$ cat config.mk
export PLATFORM = sky130hd
export DESIGN_NAME = rhp_root_port_ctrl
export DESIGN_NICKNAME = d
export VERILOG_FILES = /design/src/shared/rhp_pkg.sv /design/src/shared/rhp_timer_if.sv /design/src/rhp_root_port_ctrl.sv /design/src/rhp_port_timer.sv
export VERILOG_INCLUDE_DIRS = /design/src /design/src/shared
export SDC_FILE = /design/constraint.sdc
export NUM_CORES = 1
export LEC_CHECK = 0
export ABC_AREA = 0
export BUFFER_PORTS_ARGS = -buffer_cell sky130_fd_sc_hd__buf_2
export CORE_UTILIZATION = 50
export CTS_BUF_LIST = sky130_fd_sc_hd__clkbuf_8
export DETAILED_ROUTE_END_ITERATION = 10
export GPL_TIMING_DRIVEN = 0
export HOLD_SLACK_MARGIN = 0.03
export PLACE_DENSITY = 0.72
export SYNTH_ARGS = -nofsm -noshare
export SYNTH_HDL_FRONTEND = slang
export SYNTH_SLANG_ARGS = --single-unit
$ cat constraint.sdc
create_clock -name pclk -period 2.15 [get_ports pclk]
set_input_delay 0.1075 -clock pclk [delete_from_list [all_inputs] [get_ports pclk]]
set_output_delay 0.1075 -clock pclk [all_outputs]
set_load 0.005 [all_outputs]
$ cat src/shared/rhp_consts.svh
`ifndef RHP_CONSTS_SVH
`define RHP_CONSTS_SVH

// Clock rate and documented intervals.
`define RHP_CLK_MHZ     250
`define RHP_RESET_MS    10
`define RHP_RESUME_MS   20
`define RHP_RESYNC_MS   3
`define RHP_EOP_NS      1333
`define RHP_RESET_CYC   (`RHP_RESET_MS * `RHP_CLK_MHZ * 1000)
`define RHP_RESUME_CYC  (`RHP_RESUME_MS * `RHP_CLK_MHZ * 1000)
`define RHP_RESYNC_CYC  (`RHP_RESYNC_MS * `RHP_CLK_MHZ * 1000)
`define RHP_EOP_CYC     ((`RHP_EOP_NS * `RHP_CLK_MHZ + 999) / 1000)
`define RHP_CNT_W       23

// Register byte offsets.
`define RHP_OFF_CTRL    12'h000
`define RHP_OFF_GLOBAL  12'h004
`define RHP_OFF_PORT1   12'h008
`define RHP_OFF_PORT2   12'h00c
`define RHP_OFF_ISTAT   12'h010
`define RHP_OFF_IMASK   12'h014

// Port status bit positions.
`define RHP_B_RDC       20
`define RHP_B_RSDC      18
`define RHP_B_CSC       16
`define RHP_B_POFF      9
`define RHP_B_PPS       8
`define RHP_B_PRS       4
`define RHP_B_PORT_OVERCURRENT_FLAG      3
`define RHP_B_PSS       2
`define RHP_B_PES       1
`define RHP_B_CCS       0

// Control and global command bit positions.
`define RHP_C_SCHEME    0
`define RHP_C_SEL       1
`define RHP_C_NOSW      3
`define RHP_C_OCREP     4
`define RHP_G_OFF       0
`define RHP_G_ON        1

// Reset values.
`define RHP_CTRL_RST    5'h10
`define RHP_IRQ_RST     6'h00

`endif

$ cat src/shared/rhp_pkg.sv
package rhp_pkg;
	// Sequencer states of one port's timer.
	typedef enum logic [2:0] {tmr_idle, tmr_reset, tmr_resume, tmr_eop, tmr_resync} rhp_tmr_state_type;

	// Timer state.
	typedef struct packed {
		rhp_tmr_state_type state;
		logic [22:0]       cnt;
		logic              reset_done;
		logic              resume_done;
	} rhp_tmr_type;

	// Per-port status held by the root port logic.
	typedef struct packed {
		logic port_power_on_flag;
		logic port_reset_active_flag;
		logic connect_change_flag;
		logic rdc;
		logic rsdc;
		logic clr_pulse;
	} rhp_port_type;

	// Whole state of the top module.
	typedef struct packed {
		logic [4:0]              ctrl;
		logic [5:0]              imask;
		logic [5:0]              istat;
		logic [31:0]             rdata;
		rhp_port_type [1:0]      prt;
	} rhp_state_type;
endpackage : rhp_pkg

$ cat src/shared/rhp_timer_if.sv
// Link between the port logic and one port's signalling timer.
interface rhp_timer_if;
	logic start_reset;
	logic start_resume;
	logic abort;
	logic reset_active;
	logic resume_active;
	logic reset_done;
	logic resume_done;

	modport ctl (output start_reset, output start_resume, output abort,
		input reset_active, input resume_active, input reset_done, input resume_done);
	modport tmr (input start_reset, input start_resume, input abort,
		output reset_active, output resume_active, output reset_done, output resume_done);
endinterface : rhp_timer_if

$ cat src/rhp_root_port_ctrl.sv
`include "rhp_consts.svh"

// Power, reset, overcurrent and resume control of two root hub ports.
module rhp_root_port_ctrl #(
	parameter int unsigned RESET_CYC  = `RHP_RESET_CYC,
	parameter int unsigned RESUME_CYC = `RHP_RESUME_CYC,
	parameter int unsigned RESYNC_CYC = `RHP_RESYNC_CYC
) (
	// Clock and reset.
	input  wire logic        pclk,
	input  wire logic        presetn,
	// APB slave.
	input  wire logic        psel,
	input  wire logic        penable,
	input  wire logic        pwrite,
	input  wire logic [11:0] paddr,
	input  wire logic [31:0] pwdata,
	output logic [31:0]      prdata,
	output logic             pready,
	output logic             pslverr,
	// Interrupt.
	output logic             irq,
	// Port pins.
	input  wire logic [1:0]  port_overcurrent,
	output logic [1:0]       port_power_en,
	output logic [1:0]       port_reset_drive,
	output logic [1:0]       port_resume_drive,
	// Neighbouring status logic.
	input  wire logic [1:0]  device_connected_flag,
	input  wire logic [1:0]  port_enabled_flag,
	input  wire logic [1:0]  port_suspended_flag,
	input  wire logic [1:0]  low_speed_attached,
	input  wire logic [1:0]  connect_event,
	output logic [1:0]       port_status_clear,
	output logic [1:0]       reset_complete,
	output logic [1:0]       resume_complete
);
	rhp_pkg::rhp_state_type st_reg;  // Registered state.
	rhp_pkg::rhp_state_type st_next; // Next state.

	// Per-port wires to and from the timers.
	logic [1:0] start_reset;  // Begin reset signalling.
	logic [1:0] start_resume; // Begin the resume sequence.
	logic [1:0] tmr_abort;    // Stop any sequence at power loss.
	logic [1:0] rst_active;   // Reset signalling on the wire.
	logic [1:0] rsm_active;   // Resume pulse on the wire.
	logic [1:0] rst_done;     // Reset interval finished.
	logic [1:0] rsm_done;     // Resume sequence finished.

	// Bus phase decode.
	logic       bus_setup;    // First cycle of a transfer.
	logic       bus_wr;       // Write taking effect this edge.
	logic       mapped;       // Address hits a register.
	logic [31:0] rd_word;     // Read value of the addressed word.

	// Decoded write strobes.
	logic       glob_on;      // Global power on, for ports not selected per port.
	logic       glob_off;     // Global power off, for ports not selected per port.
	logic [1:0] port_wr;      // Write to a port word.
	logic [1:0] on_ok;        // Honoured power on command.
	logic [1:0] off_ok;       // Honoured power off command.
	logic [1:0] power_drop;   // Power falls this edge.
	logic [1:0] oc_seen;      // Overcurrent as reported.
	logic [31:0] pword [2];   // Port read words.

	// Mode bits from the control word.
	logic       scheme;       // 0 global, 1 per port.
	logic [1:0] sel;          // Per-port command select.
	logic       nosw;         // Power switching absent.
	logic       ocrep;        // Per-port overcurrent reporting.

	assign scheme = st_reg.ctrl[`RHP_C_SCHEME];
	assign sel    = st_reg.ctrl[`RHP_C_SEL +: 2];
	assign nosw   = st_reg.ctrl[`RHP_C_NOSW];
	assign ocrep  = st_reg.ctrl[`RHP_C_OCREP];

	// The slave answers with no wait states; the read word is captured in setup.
	assign bus_setup = psel & ~penable;
	assign bus_wr    = psel & penable & pwrite;
	assign pready    = 1'b1;
	assign pslverr   = psel & penable & ~mapped;
	assign prdata    = st_reg.rdata;

	// Interrupt is a level from the status and mask flops.
	assign irq = |(st_reg.istat & st_reg.imask);

	// Global commands share one write-only word.
	assign glob_on  = bus_wr & (paddr == `RHP_OFF_GLOBAL) & pwdata[`RHP_G_ON];
	assign glob_off = bus_wr & (paddr == `RHP_OFF_GLOBAL) & pwdata[`RHP_G_OFF];
	assign port_wr[0] = bus_wr & (paddr == `RHP_OFF_PORT1);
	assign port_wr[1] = bus_wr & (paddr == `RHP_OFF_PORT2);

	for (genvar i = 0; i < 2; i++)
	begin : g_port
		rhp_timer_if tif ();

		assign tif.start_reset  = start_reset[i];
		assign tif.start_resume = start_resume[i];
		assign tif.abort        = tmr_abort[i];
		assign rst_active[i]    = tif.reset_active;
		assign rsm_active[i]    = tif.resume_active;
		assign rst_done[i]      = tif.reset_done;
		assign rsm_done[i]      = tif.resume_done;

		rhp_port_timer #(
			.RESET_CYC  (RESET_CYC),
			.RESUME_CYC (RESUME_CYC),
			.RESYNC_CYC (RESYNC_CYC)
		) u_tmr (
			.pclk    (pclk),
			.presetn (presetn),
			.t       (tif.tmr)
		);

		// per-port mode, select bit picks the command kind.
		assign on_ok[i]  = (scheme & sel[i]) ? (port_wr[i] & pwdata[`RHP_B_PPS]) : glob_on;
		assign off_ok[i] = (scheme & sel[i]) ? (port_wr[i] & pwdata[`RHP_B_POFF]) : glob_off;
		assign oc_seen[i] = ocrep & port_overcurrent[i];

		// Pins; the power enable is forced on when switching is absent.
		assign port_power_en[i]     = st_reg.prt[i].port_power_on_flag | nosw;
		assign port_reset_drive[i]  = rst_active[i];
		assign port_resume_drive[i] = rsm_active[i];
		assign port_status_clear[i] = st_reg.prt[i].clr_pulse;
		assign reset_complete[i]    = rst_done[i];
		assign resume_complete[i]   = rsm_done[i];

	end

	// Build the port read words; bits not listed stay zero.
	always_comb
	begin
		for (int i = 0; i < 2; i++)
		begin
			pword[i]               = 32'h00000000;
			pword[i][`RHP_B_RDC]   = st_reg.prt[i].rdc;
			pword[i][`RHP_B_RSDC]  = st_reg.prt[i].rsdc;
			pword[i][`RHP_B_CSC]   = st_reg.prt[i].connect_change_flag;
			pword[i][`RHP_B_POFF]  = low_speed_attached[i];
			pword[i][`RHP_B_PPS]   = st_reg.prt[i].port_power_on_flag | nosw;
			pword[i][`RHP_B_PRS]   = st_reg.prt[i].port_reset_active_flag;
			pword[i][`RHP_B_PORT_OVERCURRENT_FLAG]  = oc_seen[i];
			pword[i][`RHP_B_PSS]   = port_suspended_flag[i];
			pword[i][`RHP_B_PES]   = port_enabled_flag[i];
			pword[i][`RHP_B_CCS]   = device_connected_flag[i];
		end
	end

	// Address decode for reads; unmapped addresses read zero and flag an error.
	always_comb
	begin
		mapped  = 1'b1;
		rd_word = 32'h00000000;
		if (paddr == `RHP_OFF_CTRL)
			rd_word[4:0] = st_reg.ctrl;
		else if (paddr == `RHP_OFF_GLOBAL)
			rd_word = 32'h00000000;
		else if (paddr == `RHP_OFF_PORT1)
			rd_word = pword[0];
		else if (paddr == `RHP_OFF_PORT2)
			rd_word = pword[1];
		else if (paddr == `RHP_OFF_ISTAT)
			rd_word[5:0] = st_reg.istat;
		else if (paddr == `RHP_OFF_IMASK)
			rd_word[5:0] = st_reg.imask;
		else
			mapped = 1'b0;
	end

	// Next state of the whole block.
	always_comb
	begin
		st_next      = st_reg;
		start_reset  = 2'b00;
		start_resume = 2'b00;
		tmr_abort    = 2'b00;
		power_drop   = 2'b00;

		// Read data is taken in the setup cycle so it comes from a flop.
		if (bus_setup)
			st_next.rdata = rd_word;

		// Configuration words.
		if (bus_wr && paddr == `RHP_OFF_CTRL)
			st_next.ctrl = pwdata[4:0];
		if (bus_wr && paddr == `RHP_OFF_IMASK)
			st_next.imask = pwdata[5:0];

		// Interrupt status: write one clears, a new event wins over the clear.
		if (bus_wr && paddr == `RHP_OFF_ISTAT)
			st_next.istat = st_reg.istat & ~pwdata[5:0];

		for (int i = 0; i < 2; i++)
		begin
			st_next.prt[i].clr_pulse = 1'b0;

			// honoured commands move power; off write clears it.
			if (off_ok[i])
				st_next.prt[i].port_power_on_flag = 1'b0;
			else if (on_ok[i])
				st_next.prt[i].port_power_on_flag = 1'b1;
			if (port_overcurrent[i])
				st_next.prt[i].port_power_on_flag = 1'b0;
			power_drop[i] = st_reg.prt[i].port_power_on_flag & ~st_next.prt[i].port_power_on_flag;

			// Change flags clear on a written one.
			if (port_wr[i])
			begin
				if (pwdata[`RHP_B_RDC])
					st_next.prt[i].rdc = 1'b0;
				if (pwdata[`RHP_B_RSDC])
					st_next.prt[i].rsdc = 1'b0;
				if (pwdata[`RHP_B_CSC])
					st_next.prt[i].connect_change_flag = 1'b0;
			end

			// reset write; a missing device sets the change flag instead.
			if (port_wr[i] && pwdata[`RHP_B_PRS] && !st_reg.prt[i].port_reset_active_flag)
			begin
				if (!device_connected_flag[i])
					st_next.prt[i].connect_change_flag = 1'b1;
				else if (st_reg.prt[i].port_power_on_flag && !power_drop[i])
				begin
					st_next.prt[i].port_reset_active_flag = 1'b1;
					start_reset[i]     = 1'b1;
				end
			end

			if (port_wr[i] && pwdata[`RHP_B_PORT_OVERCURRENT_FLAG] && port_suspended_flag[i]
				&& !st_reg.prt[i].port_reset_active_flag && !power_drop[i])
				start_resume[i] = 1'b1;

			// Connect events from the neighbouring logic set the change flag.
			if (connect_event[i])
				st_next.prt[i].connect_change_flag = 1'b1;

			if (rsm_done[i])
			begin
				st_next.prt[i].rsdc = 1'b1;
				st_next.istat[2 + i] = 1'b1;
			end

			if (rst_done[i])
			begin
				st_next.prt[i].port_reset_active_flag  = 1'b0;
				st_next.prt[i].rdc  = 1'b1;
				st_next.prt[i].rsdc = 1'b0;
				st_next.istat[i]    = 1'b1;
			end

			if (power_drop[i])
			begin
				st_next.prt[i].port_reset_active_flag       = 1'b0;
				st_next.prt[i].clr_pulse = 1'b1;
				tmr_abort[i]             = 1'b1;
				start_reset[i]           = 1'b0;
				if (port_overcurrent[i])
					st_next.istat[4 + i] = 1'b1;
			end
		end
	end

	// State register.
	always_ff @(posedge pclk or negedge presetn)
	begin
		if (!presetn)
		begin
			st_reg       <= '0;
			st_reg.ctrl  <= `RHP_CTRL_RST;
			st_reg.imask <= `RHP_IRQ_RST;
		end
		else
			st_reg <= st_next;
	end
endmodule : rhp_root_port_ctrl

$ cat src/rhp_port_timer.sv
`include "rhp_consts.svh"

// Times port reset signalling and the resume sequence of one port.
module rhp_port_timer #(
	parameter int unsigned RESET_CYC  = `RHP_RESET_CYC,
	parameter int unsigned RESUME_CYC = `RHP_RESUME_CYC,
	parameter int unsigned RESYNC_CYC = `RHP_RESYNC_CYC
) (
	// Clock and reset.
	input  wire logic pclk,
	input  wire logic presetn,
	// Control link.
	rhp_timer_if.tmr  t
);
	localparam logic [22:0] RST_LAST = 23'(RESET_CYC - 1);
	localparam logic [22:0] RSM_LAST = 23'(RESUME_CYC - 1);
	localparam logic [22:0] EOP_LAST = 23'(`RHP_EOP_CYC - 1);
	localparam logic [22:0] SYN_LAST = 23'(RESYNC_CYC - 1);

	rhp_pkg::rhp_tmr_type st_reg;  // Registered state.
	rhp_pkg::rhp_tmr_type st_next; // Next state.

	// Outputs decode directly from the state flops.
	assign t.reset_active  = (st_reg.state == rhp_pkg::tmr_reset);
	assign t.resume_active = (st_reg.state == rhp_pkg::tmr_resume);
	assign t.reset_done    = st_reg.reset_done;
	assign t.resume_done   = st_reg.resume_done;

	// Sequencer; a start while busy is ignored, abort always wins.
	always_comb
	begin
		st_next             = st_reg;
		st_next.cnt         = st_reg.cnt + 23'h000001;
		st_next.reset_done  = 1'b0;
		st_next.resume_done = 1'b0;
		case (st_reg.state)
			rhp_pkg::tmr_idle:
			begin
				st_next.cnt = 23'h000000;
				if (t.start_reset)
					st_next.state = rhp_pkg::tmr_reset;
				else if (t.start_resume)
					st_next.state = rhp_pkg::tmr_resume;
			end
			rhp_pkg::tmr_reset:
				if (st_reg.cnt == RST_LAST)
				begin
					st_next.state      = rhp_pkg::tmr_idle;
					st_next.reset_done = 1'b1;
				end
			rhp_pkg::tmr_resume:
				if (st_reg.cnt == RSM_LAST)
				begin
					st_next.state = rhp_pkg::tmr_eop;
					st_next.cnt   = 23'h000000;
				end
			rhp_pkg::tmr_eop:
				if (st_reg.cnt == EOP_LAST)
				begin
					st_next.state = rhp_pkg::tmr_resync;
					st_next.cnt   = 23'h000000;
				end
			default:
				if (st_reg.cnt == SYN_LAST)
				begin
					st_next.state       = rhp_pkg::tmr_idle;
					st_next.resume_done = 1'b1;
				end
		endcase
		if (t.abort)
		begin
			st_next.state       = rhp_pkg::tmr_idle;
			st_next.reset_done  = 1'b0;
			st_next.resume_done = 1'b0;
		end
	end

	// State register.
	always_ff @(posedge pclk or negedge presetn)
	begin
		if (!presetn)
			st_reg <= '0;
		else
			st_reg <= st_next;
	end
endmodule : rhp_port_timer

# After elaboration in Yosys (flattened, before gate mapping)
# Index checks and enable logic that the tools add are counted.
dict set report word_totals {
  wordCells 237
  ram_bits 0
  mem_count 0
  mem_bits_ro 0
  latchBits 0
  in_bits 61
  output_inout_bits 47
  ff_bits 117
}
dict set report classes {
  mul 0
  n_mux 97
  n_lt_le_gt_ge 0
  bitwise_logic 28
  n_div 0
  add_sub_neg 2
  eq_ne 27
  n_reduce_logical 55
  n_shift 0
}
# cell n
set op_table {}
lappend op_table {{$pmux W23 S3} 2}
lappend op_table {{$mux W26} 4}
lappend op_table {{$mux W1} 62}
lappend op_table {{$add A23 B1 Y23 const B} 2}
lappend op_table {{$eq A23 B20 Y1 const B} 2}
lappend op_table {{$eq A23 B22 Y1 const B} 2}
lappend op_table {{$eq A23 B23 Y1 const B} 2}
lappend op_table {{$eq A23 B9 Y1 const B} 2}
lappend op_table {{$mux W21} 2}
lappend op_table {{$mux W3} 12}
lappend op_table {{$reduce_bool A3 Y1} 10}
lappend op_table {{$mux W27} 1}
lappend op_table {{$eq A12 B4 Y1 const B} 2}
lappend op_table {{$eq A12 B5 Y1 const B} 2}
lappend op_table {{$mux W6} 4}
lappend op_table {{$pmux W3 S4} 2}
lappend op_table {{$and A1 B1 Y1} 19}
lappend op_table {{$ne A3 B2 Y1 const B} 6}
lappend op_table {{$logic_and A1 B1 Y1} 17}
lappend op_table {{$reduce_bool A2 Y1} 8}
lappend op_table {{$mux W15} 1}
lappend op_table {{$and A6 B6 Y6} 2}
lappend op_table {{$eq A12 B3 Y1 const B} 1}
lappend op_table {{$eq A3 B2 Y1 const B} 4}
lappend op_table {{16 further kinds} 38}

# Logic depth before layout (Yosys ltp)
dict set report logic_depth {
  ltp_word 19
  depth_mapped 9
  ltp_nobuf 8
}

# Hierarchy
# A second synthesis with hierarchy kept.
dict set report unflattened {
  cells_unflattened 596
  hier_area_um2 5675.4
}
# mod area_per_inst_um2 seq_area_each_um2 cells_each instances
set modules_own_cells {}
lappend modules_own_cells {rhp_root_port_ctrl 2533.7 1002.2 262 1}
lappend modules_own_cells {{rhp_port_timer at g_port[0].u_tmr} 1634.1 700.7 176 1}
lappend modules_own_cells {{rhp_port_timer at g_port[1].u_tmr} 1507.7 700.7 158 1}

# Worst setup path after synthesis
# OpenSTA, ideal clock, no wires.
dict set report synth_path {
  path_type {flip-flop to flip-flop}
  startpoint {register g_port[0].u_tmr.st_reg[9] in the netlist's numbering}
  endpoint {register g_port[0].u_tmr.st_reg[26] in the netlist's numbering}
  required_time_ps 2063
  stages_incl_launch_ff 7
  setup_time_ps 87
  setup_slack_ps -106
  synth_period_minus_slack_ps 2256
  arrival_ps 2169
  path_cell_list {dfrtp_1 > or4_4 > nor4_2 > nand4b_1 > a221o_1 > a221o_1 > a211oi_2}
}
dict set report synth_via {
  elab_chain_len 3
}
# element line_no
set synth_lines {}
lappend synth_lines {{start, declared} rhp_port_timer.sv:20} ;# rhp_pkg::rhp_tmr_type st_reg;
lappend synth_lines {{start signal, assigned} rhp_port_timer.sv:84} ;# st_reg <= st_next;
lappend synth_lines {{$eq A23 B9 Y1, or another cell as far along} rhp_port_timer.sv:58} ;# if (st_reg.cnt == EOP_LAST)
lappend synth_lines {{$ne A3 B2 Y1 (no source line) / $reduce_bool A6 Y1 (equally long branches)} -}
lappend synth_lines {{$reduce_and A5 Y1 (no source line) *} -}
# Every way passes the cells marked *; elsewhere a longest branch is shown, timed or not.
# A chain may end at the register's enable or synchronous reset.

# Worst setup path in the final report
dict set report layout_path {
  startpoint {register g_port[0].u_tmr.st_reg[8] in the netlist's numbering}
  endpoint {register g_port[0].u_tmr.st_reg[26] in the netlist's numbering}
}
# Same word-level chain as after synthesis.

==> metrics <==
# nets final=777; Hold Path Origin=low_speed_attached[0]; Die ar.=~0.012 mm2; core area=~0.011 mm2; Synth Flop Type=dfrtp_1; ANT nets after route=0; average vias per placed instance=5.487; Max IR drop VDD=about 0.32 mV; Inserted Clock Buffers=9; FFs w/ async S/R, synth=1.000; critical path class=reg -> reg; gate count of the mapped netlist=just under 600; WL/cell=16.18 um; Worst Hold End=prdata[9]; max_cap viols=0; die height=107.3 um; area leader, netlist=dfrtp_1; Buffers on Ports=between 60 and 70; Slew Viols, Final=0; yosys warns=0; Area Growth Syn to Fin=23.40%; CP dominant cell by count=a221o_1; min Tclk post-route=around 2.3 ns; Fin Clk Skew=roughly 0.012 ns; CP startpoint kind=flop; pre-CTS setup slack=-0.4819 ns; RSZ-0062 raised after global routing=yes; Final Hold Fails=0; Post-DP HPWL=between 9000 and 10,000 um; Final Total Pwr=about 0.0036 W; Final Setup Violations=2; period utilization=1.049; hold path depth=3; fmax=~0.44 GHz; First-pass DRT Iterations=8; Yosys top cell area share=0.4291; share of cells above drive strength 1=0.3026; Worst path max stage delay=roughly 0.44 ns; R2R Path Start=g_port[0].u_tmr.st_reg[8]; gpl congestion=just over 0.9; Die W=roughly 110 um; Cell variety after synth=70; worst rel slew slack=0.4503; PD cells=533.7 mW/mm2; area taken by multi-input logic gates=~0.0029 mm2; Clock Tree Buf Depth=2; reg2reg setup slack=-0.11 ns; dpl cells=~810; Critical Path AT=2.57 ns; area of the mapped netlist=0.005540 mm2; top cells by area, synth=dfrtp_1 43%, buf_4 6.5%, nor2_1 5.4%; GRT overflow=0; Root Buffer=clkbuf_8; failing checks=design-rule violations, negative setup slack; first-pass GRT wire length=around 22,000 um; routed via count=~4.7k; final worst setup slack=-0.1060 ns; CTS tree=done; non-filler cells, final=between 800 and 900; crit-path cells=buf_6 -> nand4b_1 -> nor4_4 -> nand4_1 -> a221o_1 -> a221o_1 -> a211oi_2; pin count of the biggest net entering global routing=63; number of remaining DRC errors=3; total track usage=0.2459; vias in the first global route=~4.5k; CTS Sinks=96; initial drt markers=296; synthesis-stage register bit count=96; starting density of the core=0.5111; RR Endpoint=g_port[0].u_tmr.st_reg[26]; number of synthesized flops with an enable pin=0; status=finished with violations; CTS HTree Levels=3; Req. time, crit path=roughly 2.5 ns; initial antenna violation count=0; placed inst area=approximately 0.006 mm2; Min-Delay Path Class=in -> reg; antenna cell count=0; CP Capture Type=flop; FP Rows=38; fillers=881; Total Routed Length=roughly 14,000 um; flip-flop count of the largest register after layout=between 50 and 60; P_leak=between 3 and 4 nW; clk_lat worst skew=0.38 ns; sequential area share after synthesis=0.4338; IO Pins=108; Final Cell Area=0.006837 mm2; Slew @ Worst Pin=between 0.8 and 0.9 ns; Avg Inst Size Synth=~9.4 um2; R2R depth=7; critical path peak fanout=2; FF+latch area=~0.0024 mm2; Max stage delay cell, worst path=dfrtp_2; CTS clock-pin slew for the worst setup and hold paths=roughly 0.10 ns
## kinds of logic after synthesis
logic type | Yosys count | synth area share
compound gates | 69 | 0.08446
fa+ha+maj | 4 | 0.009034
mux | 26 | 0.04968
simple gates | 269 | 0.2608
flops | 96 | 0.4338
other cells | 2 | 0.001356
buf+inv | 80 | 0.09440
xor+xnor | 42 | 0.06640
## cell usage after synthesis (5+ instances only)
cell type,count
dfrtp_1,95
nor2_1,80
nand2_1,54
buf_4,48
nand3_1,24
xnor2_1,24
xor2_1,18
nand4_1,17
nor3_1,16
a21oi_1,15
inv_1,15
mux2i_1,14
nor4_1,14
clkbuf_1,10
and3_1,9
a21o_1,8
mux2_1,6
mux2_2,6
o22ai_1,6
o31ai_1,6
nor3b_1,5
o21ai_0,5
o21ai_1,5
or2_2,5
## metrics by stage
| step | hold slack, ns | setup TNS, ns | utilization |
|---|---|---|---|
| final | 0.04011 | -0.1077 | 0.6307 |
| after global routing | 0.03879 | -0.3126 | 0.6307 |
| after CTS | 0.03181 | -0.01896 | 0.6142 |
| after detailed placement | 0.1012 | -21.87 | 0.5669 |
| after global placement | 0.3002 | -19.62 | 0.5642 |
| after floorplan | -0.1881 | 0 | - |
## timing repair
| action | 4_1_cts | 5_1_grt |
|---|---|---|
| endpoints found under the setup margin | 46 | 44 |
| resized for setup | 26 | 26 |
| cloned | 0 | 1 |
| buffers inserted | 9 | 8 |
| hold buffers | 11 | 0 |
| hold endpoints to repair | 46 | 0 |
| pin swaps | 2 | 7 |
## area by class of cell
| cell class | instances | share of cell area |
|---|---|---|
| clock inverter | 7 | 0.01482 |
| clock buffer | 9 | 0.01812 |
| multi-input combinational | 432 | 0.4211 |
| timing repair buffer | 94 | 0.08730 |
| sequential | 96 | 0.3530 |
| inverter | 15 | 0.008236 |
| tap | 140 | 0.02562 |
| buffer | 64 | 0.07174 |
## placed cells by master, fill, tap and decap left out, types with 9 or more instances in the layout
| cell type | netlist | routed |
|---|---|---|
| mux2i_1 | 14 | 14 |
| buf_6 | 4 | 9 |
| nand3_1 | 24 | 23 |
| buf_4 | 48 | 65 |
| buf_2 | 2 | 64 |
| nor3_1 | 16 | 14 |
| dfrtp_1 | 95 | 87 |
| inv_1 | 15 | 15 |
| nor2_1 | 80 | 78 |
| dlygate4sd3_1 | 0 | 11 |
| clkbuf_8 | 1 | 10 |
| nand4_1 | 17 | 17 |
| xnor2_1 | 24 | 24 |
| nand2_1 | 54 | 54 |
| conb_1 | 2 | 22 |
| xor2_1 | 18 | 18 |
| a21oi_1 | 15 | 14 |
## metal layers
layer / vias to the layer above / routed length (um) / global-route usage
li1: 2247 / - / -
met1: 2240 / 5830 / 0.3070
met2: 184 / 6864 / 0.4138
met3: 31 / 741 / 0.04298
met4: 0 / 433 / 0.1155
met5: - / 0 / 0
## worst max-delay path: cells and delay by family, from the launching register on
kind                   cells  cell delay, ns
flip-flops                 1            0.44
buffers and inverters      1            0.12
AO/OA/AOI/OAI              3            0.88
AND/OR/NAND/NOR            3            0.74
## power by group
part           leakage [nW]  switching, W  internal (W)
logic                  1.83      0.000196      0.000169
registers              1.24     0.0000663       0.00185
clock network         0.107      0.000697      0.000667
## worst max path at each step
stage                                     startpoint                          to  slack [ns]  cells past startpoint
after global routing       g_port[0].u_tmr.st_reg[8]  g_port[0].u_tmr.st_reg[26]       -0.17                      7
final                      g_port[0].u_tmr.st_reg[8]  g_port[0].u_tmr.st_reg[26]       -0.11                      7
after CTS                  g_port[0].u_tmr.st_reg[8]  g_port[0].u_tmr.st_reg[26]       -0.02                      6
after global placement    g_port[1].u_tmr.st_reg[13]  g_port[1].u_tmr.st_reg[22]       -0.40                      7
after detailed placement  g_port[1].u_tmr.st_reg[11]  g_port[1].u_tmr.st_reg[15]       -0.48                      7
after floorplan                             paddr[9]                  st_reg[50]        0.01                      6
No activity file was read; power rests on OpenSTA's default activity.
